<file path="config.mk">
export PLATFORM = sky130hd
export DESIGN_NAME = usu_top
export DESIGN_NICKNAME = d
export VERILOG_FILES = /design/src/usu_pkg.sv /design/src/usu_sync.sv /design/src/usu_rate.sv /design/src/usu_top.sv
export SDC_FILE = /design/constraint.sdc
export NUM_CORES = 1
export LEC_CHECK = 0
export BUFFER_PORTS_ARGS = -buffer_cell sky130_fd_sc_hd__buf_4
export CAP_MARGIN = 25
export CORE_ASPECT_RATIO = 1.5
export CORE_MARGIN = 2
export CORE_UTILIZATION = 43
export DETAILED_ROUTE_END_ITERATION = 12
export HOLD_SLACK_MARGIN = 0.02
export MAX_ROUTING_LAYER = met4
export SLEW_MARGIN = 10
export SYNTH_ARGS = -nofsm -noshare
export SYNTH_HDL_FRONTEND = slang
export SYNTH_SLANG_ARGS = --single-unit
</file>
<file path="constraint.sdc">
create_clock -name mclk -period 9.4 [get_ports mclk]
set_clock_uncertainty 0.2 [all_clocks]
set_input_delay 0 -clock mclk [delete_from_list [all_inputs] [get_ports mclk]]
set_output_delay 0 -clock mclk [all_outputs]
set_load 0.05 [all_outputs]
</file>
<file path="src/usu_pkg.sv">
`default_nettype none
package usu_pkg;
	localparam int NUM_UNITS = 2;
	typedef logic [7:0] usu_idx_type;
	// register indices; byte address is four times the index
	localparam usu_idx_type CSR_IDX  [NUM_UNITS] = '{8'h86, 8'hf8};
	localparam usu_idx_type DBUF_IDX [NUM_UNITS] = '{8'hc1, 8'hf9};
	localparam usu_idx_type BAUD_IDX [NUM_UNITS] = '{8'hc2, 8'hfa};
	localparam usu_idx_type UCR_IDX  [NUM_UNITS] = '{8'hc4, 8'hfb};
	localparam usu_idx_type GCR_IDX  [NUM_UNITS] = '{8'hc5, 8'hfc};
	localparam int CSR_MODE_BIT  = 7;
	localparam int CSR_RXON_BIT  = 6;
	localparam int CSR_SLAVE_BIT = 5;
	localparam int CSR_FE_BIT    = 4;
	localparam int CSR_PE_BIT    = 3;
	localparam int CSR_RXR_BIT   = 2;
	localparam int CSR_TXD_BIT   = 1;
	localparam int UCR_FLUSH_BIT = 7;
	localparam int UCR_FLOW_BIT  = 6;
	localparam int UCR_D9_BIT    = 5;
	localparam int UCR_NINE_BIT  = 4;
	localparam int UCR_PAR_BIT   = 3;
	localparam int UCR_SPB_BIT   = 2;
	localparam int UCR_STOP_BIT  = 1;
	localparam int UCR_START_BIT = 0;
	localparam int GCR_CPOL_BIT  = 7;
	localparam int GCR_CPHA_BIT  = 6;
	localparam int GCR_ORDER_BIT = 5;
	localparam int GCR_EXP_HI    = 4;
	localparam logic [6:0] UCR_RESET  = 7'h02;
	localparam logic [7:0] GCR_RESET  = 8'h00;
	localparam logic [7:0] BAUD_RESET = 8'h00;
	localparam logic [7:0] DBUF_RESET = 8'h00;
	// {ssN, miso, mosi, sck, ctsN, rxd} after reset
	localparam logic [5:0] SYNC_INIT  = 6'h23;
	localparam logic [2:0] UART_OVS_SHIFT = 3'h4;
	localparam logic [2:0] SPI_HALF_SHIFT = 3'h1;
	localparam logic [3:0] OVS_LAST  = 4'hf;
	localparam logic [3:0] OVS_MID   = 4'h7;
	localparam logic [3:0] BIT_LAST  = 4'h7;
	localparam logic [3:0] EDGE_LAST = 4'hf;
	typedef enum logic [2:0] {
		TX_IDLE  = 3'b000,
		TX_START = 3'b001,
		TX_DATA  = 3'b011,
		TX_NINTH = 3'b010,
		TX_STOP  = 3'b110,
		TX_SPI   = 3'b100
	} usu_tx_state_type;
	typedef enum logic [1:0] {
		RX_IDLE  = 2'b00,
		RX_START = 2'b01,
		RX_BITS  = 2'b11,
		RX_STOP  = 2'b10
	} usu_rx_state_type;
endpackage : usu_pkg
`default_nettype wire

</file>
<file path="src/usu_sync.sv">
`timescale 1ns/10ps
`default_nettype none
module usu_sync #(
	parameter int         W    = 1,
	parameter logic [W-1:0] INIT = '0
) (
	input  wire logic         mclk,
	input  wire logic         reset,
	input  wire logic [W-1:0] din,
	output logic      [W-1:0] dout
);
	logic [W-1:0] stage1Reg;
	always_ff @(posedge mclk)
	begin
		if (reset)
		begin
			stage1Reg <= INIT;
			dout      <= INIT;
		end
		else
		begin
			stage1Reg <= din;
			dout      <= stage1Reg;
		end
	end
endmodule : usu_sync
`default_nettype wire

</file>
<file path="src/usu_rate.sv">
`timescale 1ns/10ps
`default_nettype none
module usu_rate (
	input  wire logic       mclk,
	input  wire logic       reset,
	input  wire logic [7:0] mant,
	input  wire logic [4:0] expo,
	input  wire logic [2:0] shift,
	input  wire logic       run,
	output logic            tick
);
	logic [27:0] accReg;
	logic [47:0] inc;
	logic [48:0] sum;
	logic [5:0]  amount;
	// tick rate = (256+mant)*2^(expo+shift)/2^28 of the clock
	assign amount = {1'b0, expo} + {3'h0, shift};
	assign inc    = {39'h0, 1'b1, mant} << amount;
	assign sum    = {21'h0, accReg} + {1'b0, inc};
	always_ff @(posedge mclk)
	begin
		if (reset | ~run)
		begin
			accReg <= 28'h0;
			tick   <= 1'b0;
		end
		else
		begin
			// rates above one tick a clock saturate
			accReg <= sum[27:0];
			tick   <= |sum[48:28];
		end
	end
endmodule : usu_rate
`default_nettype wire

</file>
<file path="src/usu_top.sv">
// Behaviour
// - mode bit 7 picks SPI or UART
// - UART receiver runs only when rx_on set
// - bit 5 picks SPI master or slave
// - bad stop level sets framing_error_flag
// - failed parity sets parity error flag
// - received byte sets ready flag, UART/slave
// - sent byte sets done flag, UART/master
// - busy bit shows transfer in progress
// - flush aborts unit, reads back zero
// - flow bit enables RTS/CTS handshaking
// - ninth_bit_value sent as ninth bit
// - ninth_bit_value selects even/odd parity
// - nine_bit_enable selects 8 or 9 bits
// - parity bit only when parity enabled
// - two_stop_select gives one or two stops
// - stop level from bit 1, reset high
// - start level bit 0, idle is opposite
// - generic bit 7 sets clock polarity
// - generic bit 6 sets clock phase
// - bit 5 picks LSB or MSB first
// - exponent and mantissa set the rate
// - data write loads tx, read gives rx
// - rate is (256+M)*2^E/2^28 of clock
`timescale 1ns/10ps
`default_nettype none
module usu_top
	import usu_pkg::*;
(
	input  wire logic                 mclk,
	input  wire logic                 reset,
	input  wire logic                 psel,
	input  wire logic                 penable,
	input  wire logic                 pwrite,
	input  wire logic [9:0]           paddr,
	input  wire logic [31:0]          pwdata,
	output logic      [31:0]          prdata,
	output logic                      pready,
	output logic                      pslverr,
	output logic      [NUM_UNITS-1:0] uartTxd,
	input  wire logic [NUM_UNITS-1:0] uartRxd,
	input  wire logic [NUM_UNITS-1:0] ctsN,
	output logic      [NUM_UNITS-1:0] rtsN,
	input  wire logic [NUM_UNITS-1:0] sckIn,
	output logic      [NUM_UNITS-1:0] sckOut,
	output logic      [NUM_UNITS-1:0] sckOeN,
	input  wire logic [NUM_UNITS-1:0] mosiIn,
	output logic      [NUM_UNITS-1:0] mosiOut,
	output logic      [NUM_UNITS-1:0] mosiOeN,
	input  wire logic [NUM_UNITS-1:0] misoIn,
	output logic      [NUM_UNITS-1:0] misoOut,
	output logic      [NUM_UNITS-1:0] misoOeN,
	input  wire logic [NUM_UNITS-1:0] ssN
);
	function automatic logic [7:0] usu_shift(input logic [7:0] v,
		input logic msb, input logic inb);
		return msb ? {v[6:0], inb} : {inb, v[7:1]};
	endfunction : usu_shift
	function automatic logic usu_first(input logic [7:0] v,
		input logic msb);
		return msb ? v[7] : v[0];
	endfunction : usu_first

	logic                 rdyReg;
	logic [31:0]          prdataReg;
	logic                 errReg;
	logic                 access;
	logic                 wrEn;
	logic [7:0]           idx;
	logic                 idxOk;
	logic [7:0]           unitRd [NUM_UNITS];
	logic [NUM_UNITS-1:0] unitHit;
	logic [7:0]           rdSel;
	logic                 hitSel;

	// one wait state so read data leaves a flip-flop
	assign access  = psel & penable;
	assign wrEn    = access & pwrite & rdyReg;
	assign idx     = paddr[9:2];
	assign idxOk   = paddr[1:0] == 2'b00;
	assign pready  = rdyReg;
	assign prdata  = prdataReg;
	assign pslverr = errReg & rdyReg;

	always_comb
	begin
		rdSel  = 8'h00;
		hitSel = 1'b0;
		for (int i = 0; i < NUM_UNITS; i++)
		begin
			if (unitHit[i])
				rdSel = unitRd[i];
			hitSel = hitSel | unitHit[i];
		end
	end

	always_ff @(posedge mclk)
	begin
		if (reset)
		begin
			rdyReg    <= 1'b0;
			prdataReg <= 32'h0;
			errReg    <= 1'b0;
		end
		else
		begin
			rdyReg <= access & ~rdyReg;
			if (access & ~rdyReg)
			begin
				prdataReg <= {24'h0, rdSel};
				errReg    <= ~hitSel;
			end
		end
	end

	for (genvar g = 0; g < NUM_UNITS; g++)
	begin : unit
		logic hitCsr, hitDbuf, hitBaud, hitUcr, hitGcr;
		logic wrCsr, wrDbuf, wrUcr, flush;
		logic modeReg, rxOnReg, slaveReg;
		logic feReg, peReg, rxrReg, txdReg;
		logic [6:0] ucrReg;
		logic [7:0] gcrReg, baudReg, txDataReg, rxDataReg;
		logic [5:0] syncOut;
		logic rxS, ctsS, sckS, mosiS, misoS, ssS;
		logic flow, d9, nine, parEn, two_stop_select, stopLvl, startLvl;
		logic cpol, cpha, msb, ninthOn, tick, busy, slvBusy;
		usu_tx_state_type txState;
		usu_rx_state_type rxState;
		logic txPend, txLine, sckReg, mosiReg, ninthReg;
		logic [7:0] txShift, mShift, mByte;
		logic [3:0] sub, cnt;
		logic txDoneEv, mDoneEv;
		logic [3:0] rxSub, rxCnt;
		logic [7:0] rxSh, rxByte;
		logic rx9, rxDoneEv, feEv, peEv;
		logic sckPrev, ssPrev, misoReg, sDoneEv;
		logic [2:0] sCnt;
		logic [7:0] slvTx, slvRx, sByte;
		logic sckEdge, lead;

		assign hitCsr  = idxOk & (idx == CSR_IDX[g]);
		assign hitDbuf = idxOk & (idx == DBUF_IDX[g]);
		assign hitBaud = idxOk & (idx == BAUD_IDX[g]);
		assign hitUcr  = idxOk & (idx == UCR_IDX[g]);
		assign hitGcr  = idxOk & (idx == GCR_IDX[g]);
		assign unitHit[g] = hitCsr | hitDbuf | hitBaud | hitUcr | hitGcr;
		assign wrCsr  = wrEn & hitCsr;
		assign wrDbuf = wrEn & hitDbuf;
		assign wrUcr  = wrEn & hitUcr;
		assign flush  = wrUcr & pwdata[UCR_FLUSH_BIT];
		assign unitRd[g] = hitCsr ? {modeReg, rxOnReg, slaveReg, feReg,
			peReg, rxrReg, txdReg, busy} :
			hitUcr  ? {1'b0, ucrReg} :
			hitGcr  ? gcrReg :
			hitBaud ? baudReg :
			hitDbuf ? rxDataReg : 8'h00;

		assign flow     = ucrReg[UCR_FLOW_BIT];
		assign d9       = ucrReg[UCR_D9_BIT];
		assign nine     = ucrReg[UCR_NINE_BIT];
		assign parEn    = ucrReg[UCR_PAR_BIT];
		assign two_stop_select      = ucrReg[UCR_SPB_BIT];
		assign stopLvl  = ucrReg[UCR_STOP_BIT];
		assign startLvl = ucrReg[UCR_START_BIT];
		assign ninthOn  = nine | parEn;
		assign cpol     = gcrReg[GCR_CPOL_BIT];
		assign cpha     = gcrReg[GCR_CPHA_BIT];
		assign msb      = gcrReg[GCR_ORDER_BIT];
		assign {ssS, misoS, mosiS, sckS, ctsS, rxS} = syncOut;

		always_ff @(posedge mclk)
		begin
			if (reset)
			begin
				modeReg   <= 1'b0;
				rxOnReg   <= 1'b0;
				slaveReg  <= 1'b0;
				ucrReg    <= UCR_RESET;
				gcrReg    <= GCR_RESET;
				baudReg   <= BAUD_RESET;
				txDataReg <= DBUF_RESET;
			end
			else
			begin
				if (wrCsr)
				begin
					modeReg  <= pwdata[CSR_MODE_BIT];
					rxOnReg  <= pwdata[CSR_RXON_BIT];
					slaveReg <= pwdata[CSR_SLAVE_BIT];
				end
				if (wrUcr)
					ucrReg <= pwdata[6:0];
				if (wrEn & hitGcr)
					gcrReg <= pwdata[7:0];
				if (wrEn & hitBaud)
					baudReg <= pwdata[7:0];
				if (flush)
					txDataReg <= DBUF_RESET;
				else if (wrDbuf)
					txDataReg <= pwdata[7:0];
			end
		end

		usu_sync #(.W(6), .INIT(SYNC_INIT)) pinSync (
			.mclk  (mclk),
			.reset (reset),
			.din   ({ssN[g], misoIn[g], mosiIn[g], sckIn[g], ctsN[g],
				uartRxd[g]}),
			.dout  (syncOut)
		);

		// UART ticks at 16x bit rate, SPI at each half period
		usu_rate rateGen (
			.mclk  (mclk),
			.reset (reset | flush),
			.mant  (baudReg),
			.expo  (gcrReg[GCR_EXP_HI:0]),
			.shift (modeReg ? UART_OVS_SHIFT : SPI_HALF_SHIFT),
			.run   (modeReg | (txState == TX_SPI)),
			.tick  (tick)
		);

		always_ff @(posedge mclk)
		begin
			txDoneEv <= 1'b0;
			mDoneEv  <= 1'b0;
			if (reset | flush)
			begin
				txState  <= TX_IDLE;
				txPend   <= 1'b0;
				txLine   <= 1'b1;
				sckReg   <= 1'b0;
				mosiReg  <= 1'b0;
				ninthReg <= 1'b0;
				txShift  <= 8'h00;
				mShift   <= 8'h00;
				mByte    <= 8'h00;
				sub      <= 4'h0;
				cnt      <= 4'h0;
			end
			else
			begin
				case (txState)
				TX_IDLE:
				begin
					txLine <= ~startLvl;
					sckReg <= cpol;
					sub    <= 4'h0;
					cnt    <= 4'h0;
					// without flow control CTS is ignored
					if (txPend & modeReg & (~flow | ~ctsS))
					begin
						txState  <= TX_START;
						txLine   <= startLvl;
						txShift  <= txDataReg;
						txPend   <= 1'b0;
						ninthReg <= parEn ? (^txDataReg ^ d9) : d9;
					end
					else if (txPend & ~modeReg & ~slaveReg)
					begin
						txState <= TX_SPI;
						txPend  <= 1'b0;
						if (cpha)
							txShift <= txDataReg;
						else
						begin
							mosiReg <= usu_first(txDataReg, msb);
							txShift <= usu_shift(txDataReg, msb, 1'b0);
						end
					end
				end
				TX_START, TX_DATA, TX_NINTH, TX_STOP:
				begin
					if (tick)
						sub <= sub + 4'h1;
					if (tick & (sub == OVS_LAST))
					begin
						if (txState == TX_START)
						begin
							txState <= TX_DATA;
							txLine  <= usu_first(txShift, msb);
						end
						else if (txState == TX_DATA)
						begin
							cnt     <= cnt + 4'h1;
							txShift <= usu_shift(txShift, msb, 1'b0);
							txLine  <= usu_first(usu_shift(txShift, msb,
								1'b0), msb);
							if (cnt == BIT_LAST)
							begin
								cnt     <= 4'h0;
								txState <= ninthOn ? TX_NINTH : TX_STOP;
								txLine  <= ninthOn ? ninthReg : stopLvl;
							end
						end
						else if (txState == TX_NINTH)
						begin
							txState <= TX_STOP;
							txLine  <= stopLvl;
						end
						else if (two_stop_select & (cnt == 4'h0))
							cnt <= 4'h1;
						else
						begin
							txState  <= TX_IDLE;
							txLine   <= ~startLvl;
							txDoneEv <= 1'b1;
						end
					end
				end
				TX_SPI:
				begin
					if (tick)
					begin
						cnt    <= cnt + 4'h1;
						sckReg <= ~sckReg;
						// even edges leave the idle level
						if (~cnt[0] ^ cpha)
							mShift <= usu_shift(mShift, msb, misoS);
						else if (cnt != EDGE_LAST)
						begin
							mosiReg <= usu_first(txShift, msb);
							txShift <= usu_shift(txShift, msb, 1'b0);
						end
						if (cnt == EDGE_LAST)
						begin
							txState <= TX_IDLE;
							mDoneEv <= 1'b1;
							mByte   <= cpha ? usu_shift(mShift, msb, misoS)
								: mShift;
						end
					end
				end
				default:
					txState <= TX_IDLE;
				endcase
				if (wrDbuf)
					txPend <= 1'b1;
			end
		end

		always_ff @(posedge mclk)
		begin
			rxDoneEv <= 1'b0;
			feEv     <= 1'b0;
			peEv     <= 1'b0;
			if (reset | flush | ~modeReg | ~rxOnReg)
			begin
				rxState <= RX_IDLE;
				rxSub   <= 4'h0;
				rxCnt   <= 4'h0;
				rxSh    <= 8'h00;
				rx9     <= 1'b0;
				rxByte  <= 8'h00;
			end
			else
			begin
				if (tick)
					rxSub <= rxSub + 4'h1;
				case (rxState)
				RX_IDLE:
				begin
					rxSub <= 4'h0;
					rxCnt <= 4'h0;
					if (rxS == startLvl)
						rxState <= RX_START;
				end
				RX_START:
				begin
					// glitches shorter than half a bit are dropped
					if (tick & (rxSub == OVS_MID))
					begin
						rxSub   <= 4'h0;
						rxState <= (rxS == startLvl) ? RX_BITS : RX_IDLE;
					end
				end
				RX_BITS:
				begin
					if (tick & (rxSub == OVS_LAST))
					begin
						rxCnt <= rxCnt + 4'h1;
						if (rxCnt <= BIT_LAST)
							rxSh <= usu_shift(rxSh, msb, rxS);
						else if (ninthOn & (rxCnt == 4'h8))
							rx9 <= rxS;
						if (rxCnt == (ninthOn ? 4'h9 : 4'h8))
						begin
							rxState  <= RX_STOP;
							rxByte   <= rxSh;
							rxDoneEv <= 1'b1;
							feEv     <= rxS != stopLvl;
							peEv     <= parEn & (rx9 != (^rxSh ^ d9));
						end
					end
				end
				RX_STOP:
				begin
					if (rxS != startLvl)
						rxState <= RX_IDLE;
				end
				default:
					rxState <= RX_IDLE;
				endcase
			end
		end

		assign sckEdge = sckS != sckPrev;
		assign lead    = sckS != cpol;
		assign slvBusy = ~modeReg & slaveReg & ~ssS;

		always_ff @(posedge mclk)
		begin
			sDoneEv <= 1'b0;
			if (reset | flush)
			begin
				sckPrev <= 1'b0;
				ssPrev  <= 1'b1;
				misoReg <= 1'b0;
				sCnt    <= 3'h0;
				slvTx   <= 8'h00;
				slvRx   <= 8'h00;
				sByte   <= 8'h00;
			end
			else
			begin
				sckPrev <= sckS;
				ssPrev  <= ssS;
				if (~modeReg & slaveReg & ssPrev & ~ssS)
				begin
					sCnt <= 3'h0;
					if (cpha)
						slvTx <= txDataReg;
					else
					begin
						misoReg <= usu_first(txDataReg, msb);
						slvTx   <= usu_shift(txDataReg, msb, 1'b0);
					end
				end
				else if (slvBusy & sckEdge)
				begin
					if (lead ^ cpha)
					begin
						sCnt  <= sCnt + 3'h1;
						slvRx <= usu_shift(slvRx, msb, mosiS);
						if (sCnt == 3'h7)
						begin
							sDoneEv <= 1'b1;
							sByte   <= usu_shift(slvRx, msb, mosiS);
						end
					end
					else
					begin
						misoReg <= usu_first(slvTx, msb);
						slvTx   <= usu_shift(slvTx, msb, 1'b0);
					end
				end
			end
		end

		assign busy = (txState != TX_IDLE) | (rxState == RX_START) |
			(rxState == RX_BITS) | slvBusy;

		// an event in the clearing cycle wins over the clear
		always_ff @(posedge mclk)
		begin
			if (reset)
			begin
				feReg     <= 1'b0;
				peReg     <= 1'b0;
				rxrReg    <= 1'b0;
				txdReg    <= 1'b0;
				rxDataReg <= DBUF_RESET;
				rtsN[g]   <= 1'b0;
			end
			else
			begin
				if (feEv)
					feReg <= 1'b1;
				else if (wrCsr & ~pwdata[CSR_FE_BIT])
					feReg <= 1'b0;
				if (peEv)
					peReg <= 1'b1;
				else if (wrCsr & ~pwdata[CSR_PE_BIT])
					peReg <= 1'b0;
				if (rxDoneEv | sDoneEv)
					rxrReg <= 1'b1;
				else if (wrCsr & ~pwdata[CSR_RXR_BIT])
					rxrReg <= 1'b0;
				if (txDoneEv | mDoneEv)
					txdReg <= 1'b1;
				else if (wrCsr & ~pwdata[CSR_TXD_BIT])
					txdReg <= 1'b0;
				if (flush)
					rxDataReg <= DBUF_RESET;
				else if (rxDoneEv)
					rxDataReg <= rxByte;
				else if (sDoneEv)
					rxDataReg <= sByte;
				else if (mDoneEv)
					rxDataReg <= mByte;
				// with flow set, peer may send only while a byte can be taken
				rtsN[g] <= flow & ~(rxOnReg & ~rxrReg);
			end
		end

		assign uartTxd[g] = txLine;
		assign sckOut[g]  = sckReg;
		assign mosiOut[g] = mosiReg;
		assign misoOut[g] = misoReg;
		assign sckOeN[g]  = modeReg | slaveReg;
		assign mosiOeN[g] = modeReg | slaveReg;
		assign misoOeN[g] = ~slvBusy;
	end
endmodule : usu_top
`default_nettype wire

</file>
# ---- Word-level counts from Yosys, hierarchy flattened
# Cells that the tools add are included.
dict set report totals {
  register_bits 392
  inputBits 59
  word_cells 694
}
dict set report classes {
  addsub 14
  order_cmp 2
  eq_ne 102
  shift 2
  muxes 214
  n_bitwise 166
  n_reduce_logical 97
}
# operator count
set op_table {}
lappend op_table {{2-to-1 mux 8 bit} 56}
lappend op_table {{adder 28 x 48 -> 49 bit} 2}
lappend op_table {{left shift 9 x 6 -> 48 bit} 2}
lappend op_table {{2-to-1 mux 4 bit} 22}
lappend op_table {{== test 8 bit, second input constant} 10}
lappend op_table {{2-to-1 mux 1 bit} 80}
lappend op_table {{2-to-1 mux 3 bit} 24}
lappend op_table {{bitwise AND 1 bit} 69}
lappend op_table {{!= test 2 bit, second input constant} 28}
lappend op_table {{NOT 1 bit} 54}
lappend op_table {{one-hot mux 4 bit (2 select lines)} 6}
lappend op_table {{one-hot mux 8 bit (3 select lines)} 2}
lappend op_table {{AND reduction 3 bit} 14}
lappend op_table {{OR reduction 21 bit} 2}
lappend op_table {{nonzero test 2 bit} 18}
lappend op_table {{bitwise OR 1 bit} 35}
lappend op_table {{adder 4 x 1 -> 4 bit, second input constant} 8}
lappend op_table {{== test 4 bit, second input constant} 8}
lappend op_table {{parity 8 bit} 4}
lappend op_table {{AND reduction 2 bit} 14}
lappend op_table {{2-to-1 mux 2 bit} 12}
lappend op_table {{one-hot mux 4 bit (3 select lines)} 2}
lappend op_table {{AND reduction 6 bit} 4}
lappend op_table {{nonzero test 3 bit} 8}
lappend op_table {{other kinds (31)} 113}

# ---- Depth between registers and ports, before layout
dict set report depth {
  word_depth 9
  ltp_mapped 24
  mapped_depth_nobuf 21
}

# ---- By module
# Synthesis repeated with hierarchy kept, for this count alone.
dict set report unflattened {
  cells_unflattened 2883
  hier_area_um2 23344.9
}
# module instances cells_each area_each_um2
set by_module_without_submodules {}
lappend by_module_without_submodules {usu_top 1 1945 16052.9}
lappend by_module_without_submodules {usu_rate 2 444 3318.2}
lappend by_module_without_submodules {usu_sync 2 25 327.8}

# ---- Least setup slack after synthesis
# OpenSTA, ideal clock, no wires.
dict set report synth_timing {
  path_type {register -> register}
  start {register unit[0].modeReg}
  end {register unit[0].rateGen.tick}
  setup_time_ns 0.129
  arrival_time_ns 4.798
  required_time_ns 9.071
  slack_ns 4.273
  path_stages_with_launch 21
  path_buffers 2
  path_cell_list {dfxtp_1 -> clkbuf_1 -> inv_1 -> ha_1 -> ha_1 -> buf_2 -> mux2_2 -> mux2i_1 -> nor3_1 -> a211oi_2 -> nor2_1 -> ha_1 -> nand4_1 -> or3_1 -> a2111o_1 -> a211oi_2 -> nor2_1 -> or4_1 -> o21ai_1 -> o2111a_1 -> a31oi_1}
}
dict set report synth_between {
  elab_chain_cells 5
  word_cells_on_any_way 8
}
# item line_no
set synth_rtl {}
lappend synth_rtl {{from (decl)} usu_top.sv:120} ;# logic modeReg, rxOnReg, slaveReg;
lappend synth_rtl {{from (signal assigned)} usu_top.sv:188} ;# modeReg <= pwdata[CSR_MODE_BIT];
lappend synth_rtl {{2-to-1 mux 3 bit} usu_top.sv:219} ;# .shift (modeReg ? UART_OVS_SHIFT : SPI_HALF_SHIFT),
lappend synth_rtl {{adder 5 x 3 -> 6 bit} usu_rate.sv:17} ;# assign amount = {1'b0, expo} + {3'h0, shift};
lappend synth_rtl {{left shift 9 x 6 -> 48 bit} usu_rate.sv:18} ;# assign inc = {39'h0, 1'b1, mant} << amount;
lappend synth_rtl {{adder 28 x 48 -> 49 bit} usu_rate.sv:19} ;# assign sum = {21'h0, accReg} + {1'b0, inc};
lappend synth_rtl {{OR reduction 21 bit} usu_rate.sv:31} ;# tick <= |sum[48:28];
lappend synth_rtl {{to (signal assigned)} usu_rate.sv:31}
lappend synth_rtl {{to (decl)} usu_rate.sv:10} ;# output logic tick
# Parallel ways exist; a longest one is shown, timed or not.
# A chain may end at the register's enable or synchronous reset.

# ---- Worst setup path in the final report
dict set report layout_timing {
  start {register unit[1].modeReg}
  end {register unit[1].rateGen.tick}
}
dict set report layout_between {
  elab_chain_cells 5
  word_cells_on_any_way 8
}
# item line_no
set layout_rtl {}
lappend layout_rtl {{from (decl)} usu_top.sv:120}
lappend layout_rtl {{from (signal assigned)} usu_top.sv:188}
lappend layout_rtl {{2-to-1 mux 3 bit} usu_top.sv:219}
lappend layout_rtl {{adder 5 x 3 -> 6 bit} usu_rate.sv:17}
lappend layout_rtl {{left shift 9 x 6 -> 48 bit} usu_rate.sv:18}
lappend layout_rtl {{adder 28 x 48 -> 49 bit} usu_rate.sv:19}
lappend layout_rtl {{OR reduction 21 bit} usu_rate.sv:31}
lappend layout_rtl {{to (signal assigned)} usu_rate.sv:31}
lappend layout_rtl {{to (decl)} usu_rate.sv:10}
# Parallel ways exist; a longest one is shown, timed or not.

==> metrics.yaml <==
layout:
  final_area_um2: 25830
  area_growth_pct: 12.08
  final_core_util_pct: 48.88
  n_fill_cell: 5164
  fin_nets: 3072
  drive_above_1_share_pct: 8.139
detailed_routing:
  drt_iter0_drc: 1493
  vias_per_cell: 5.744
  num_vias: 20940
  firstDrtPassIters: 5
  drc: 0
  wl_per_cell_um: 18.43
  ant_nets: 0
  drt-total-wl_um: 67170
hold_path:
  hold_start: "paddr[1]"
  hp-class: "input pin to flop"
timing:
  finalSetupViolations: 0
  max_freq_ghz: 0.1606
  fin_crit_sh_pct: 66.24
  final_max_slew_viol_count: 0
  fin_tns_setup_ns: 0
  min_period_ns: 6.227
  hold_viol: 0
  grt_setup_unrepaired: "false"
  worst_pin_slew_ns: 0.9943
  relSlewSlack_pct: 33.52
clock_tree:
  cts_root_buf: "clkbuf_16"
  clock_sinks: 392
  ctsResizeCount: 0
  path_clk_slew_ns: 0.06
  clk_path_buf_depth: 3
  worstSkewPairLatency_ns: 0.56
  cts_tree: "done"
  cts_buffers: 43
  htreeDepth: 2
critical_path:
  startpoint: "unit[1].modeReg"
  worstPathMaxFanout: 11
  arrival_ns: 6.46
  cp-start-kind: "flop"
  crit_type: "flop to flop"
  cp.required_ns: 9.64
  r2r_start: "unit[1].modeReg"
  cp-end-kind: "flop"
global_route:
  grt_remaining_overflow: 0
  grt_pass1_vias: 20040
  busiest_layer: "met2"
  grt_pass1_wl_um: 106000
  antenna_found_initial: 2
  grt_max_degree: 85
  use_met3_pct: 2.779
  met1_usage_pct: 26.89
  met2_usage_pct: 43.51
  track_usage_pct: 24.42
synth:
  synth-seq-cells: 392
  synth_top_area_share_pct: 34.05
  yosys-top-cells-area: "dfxtp_1 34%, nor2_1 7.9%, mux2i_1 7.6%, a21oi_1 5.9%, nand2_1 4.4%"
  ys_warn_count: 0
  ys_top_cells_by_count: "483 x nor2_1, 392 x dfxtp_1, 272 x a21oi_1"
  yosysTopAreaCell: "dfxtp_1"
  syn_avg_cell_area_um2: 7.911
  async_flop_share_pct: 0
  syn-cell-area_um2: 23050
  syn-instance-count: 2913
  synth-edff-count: 0
  synth_cell_type_count: 95
  synthFlopType: "dfxtp_1"
  synth_seq_area_share_pct: 34.05
  yosysMostFrequentCell: "nor2_1"
power_and_ir_drop:
  peakVddDrop_mv: 0.1527
  p_leak_uw: 0.009103
  power_density_nw_per_um2: 139.9
die:
  initial_core_util_pct: 43.62
  die_x_um: 193.0
  die_h_um: 287.5
  coreArea_um2: 52840
  dieArea_um2: 55500
  row_count: 103
  ios: 109
place:
  portBuffers: 60
  placed_cell_area_um2: 23670
  dpl.hpwl_um: 48110
  gp_congestion: 0.8948
run:
  drv_cap: 0
status:
  status: "finished, final reports clean"
-- routing by layer --
metal	part of all wire, %	up-vias
li1	-	10330
met4	5.0	0
met1	40	9949
met5	0	-
met3	4.2	166
met2	51	495
-- kinds of logic (layout without fill, tap and decap cells) --
logic type      Yosys count  count (layout)  synth area share, %
mux                     203             203                9.420
compound gates          720             720                20.00
xor+xnor                114             114                4.528
buf+inv                 274             299                5.364
simple gates           1127            1127                22.11
other cells               1              26              0.01627
fa+ha+maj                82              82                4.517
flops                   392             392                34.05
-- path summary, 6_finish.rpt --
kind,endpoint,slack [ns],cells past startpoint
max,unit[1].rateGen.tick,3.17,17
min,unit[0].slaveReg,0.09,7
max reg2reg,unit[1].rateGen.tick,3.17,17
min reg2reg,unit[0].feReg,0.24,2
-- where the power goes --
part | switching [µW] | internal [µW]
Combinational | 127 | 63.0
Sequential | 15.4 | 1670
Clock | 716 | 1020
Total | 858 | 2760
-- sequential cells by signal (all words and copies together), names as in the netlist, 12 cells and up --
signal,cells
unit.txDataReg,16
unit.rxByte,16
unit.gcrReg,16
unit.sByte,16
unit.baudReg,16
unit.ucrReg,14
unit.pinSync.stage1Reg,12
unit.rxDataReg,16
unit.slvRx,16
unit.rxSh,16
unit.mShift,16
unit.txShift,16
unit.pinSync.dout,12
unit.mByte,16
unit.slvTx,16
unit.rateGen.accReg,56
-- worst max-delay path, cell delays in order (launching register included) --
cell and delay [ns]:
dfxtp_1 0.62, ha_1 0.43, a31oi_4 0.30, xor2_1 0.67, mux2_2 0.43, a21oi_1 0.39, nor2_1 0.12, ha_1 0.43
nand4_1 0.17, or2_0 0.23, o22ai_1 0.23, o211ai_2 0.15, a21oi_1 0.30, a41oi_1 0.37, nor4_1 0.48, mux2_2 0.38
a21oi_1 0.12, a31oi_1 0.09
-- metrics by stage --
stage | setup slack, ns | hold slack [ns] | std cells | power (µW)
after detailed placement | 3.235 | -0.01117 | 3496 | 1893
after floorplan | 4.273 | -0.09619 | 2936 | 1846
after global routing | 2.838 | 0.1261 | 3645 | 3740
after CTS | 3.245 | 0.05963 | 3640 | 3657
final | 3.173 | 0.09232 | 3645 | 3614
after global placement | 3.240 | -0.01156 | 3495 | 1891
-- cells in the final DEF, fill, tap and decap left out, drive strengths merged, types with 28 or more instances in the layout --
cell and count:
and2 33, o21ai 114, nand2b 33, a211oi 125, xnor2 69, nor2b 28, nand2 269, nand3 88
inv 65, mux2i 176, clkbuf 60, nor3 62, a21oi 274, dlygate4sd3 69, ha 80, dfxtp 392
buf 91, nor2 486, xor2 45
-- cell type report --
class | count | area [µm²] | share of cell area, %
antenna | 2 | 5.005 | 0.01938
inverter | 64 | 240.2 | 0.9300
sequential | 392 | 7850 | 30.39
clock inverter | 15 | 181.4 | 0.7024
clock buffer | 60 | 1261 | 4.883
multi-input combinational | 2270 | 14070 | 54.46
timing repair buffer | 160 | 1371 | 5.309
tap | 682 | 853.3 | 3.304
-- what timing repair did --
| item | in CTS | in global routing |
|---|---|---|
| setup buffers | 0 | 0 |
| endpoints found under the setup margin | 0 | 0 |
| hold buffers | 69 | 0 |
| endpoints found under the hold margin | 127 | 0 |
Note: power is estimated with default switching activity, not from simulation.
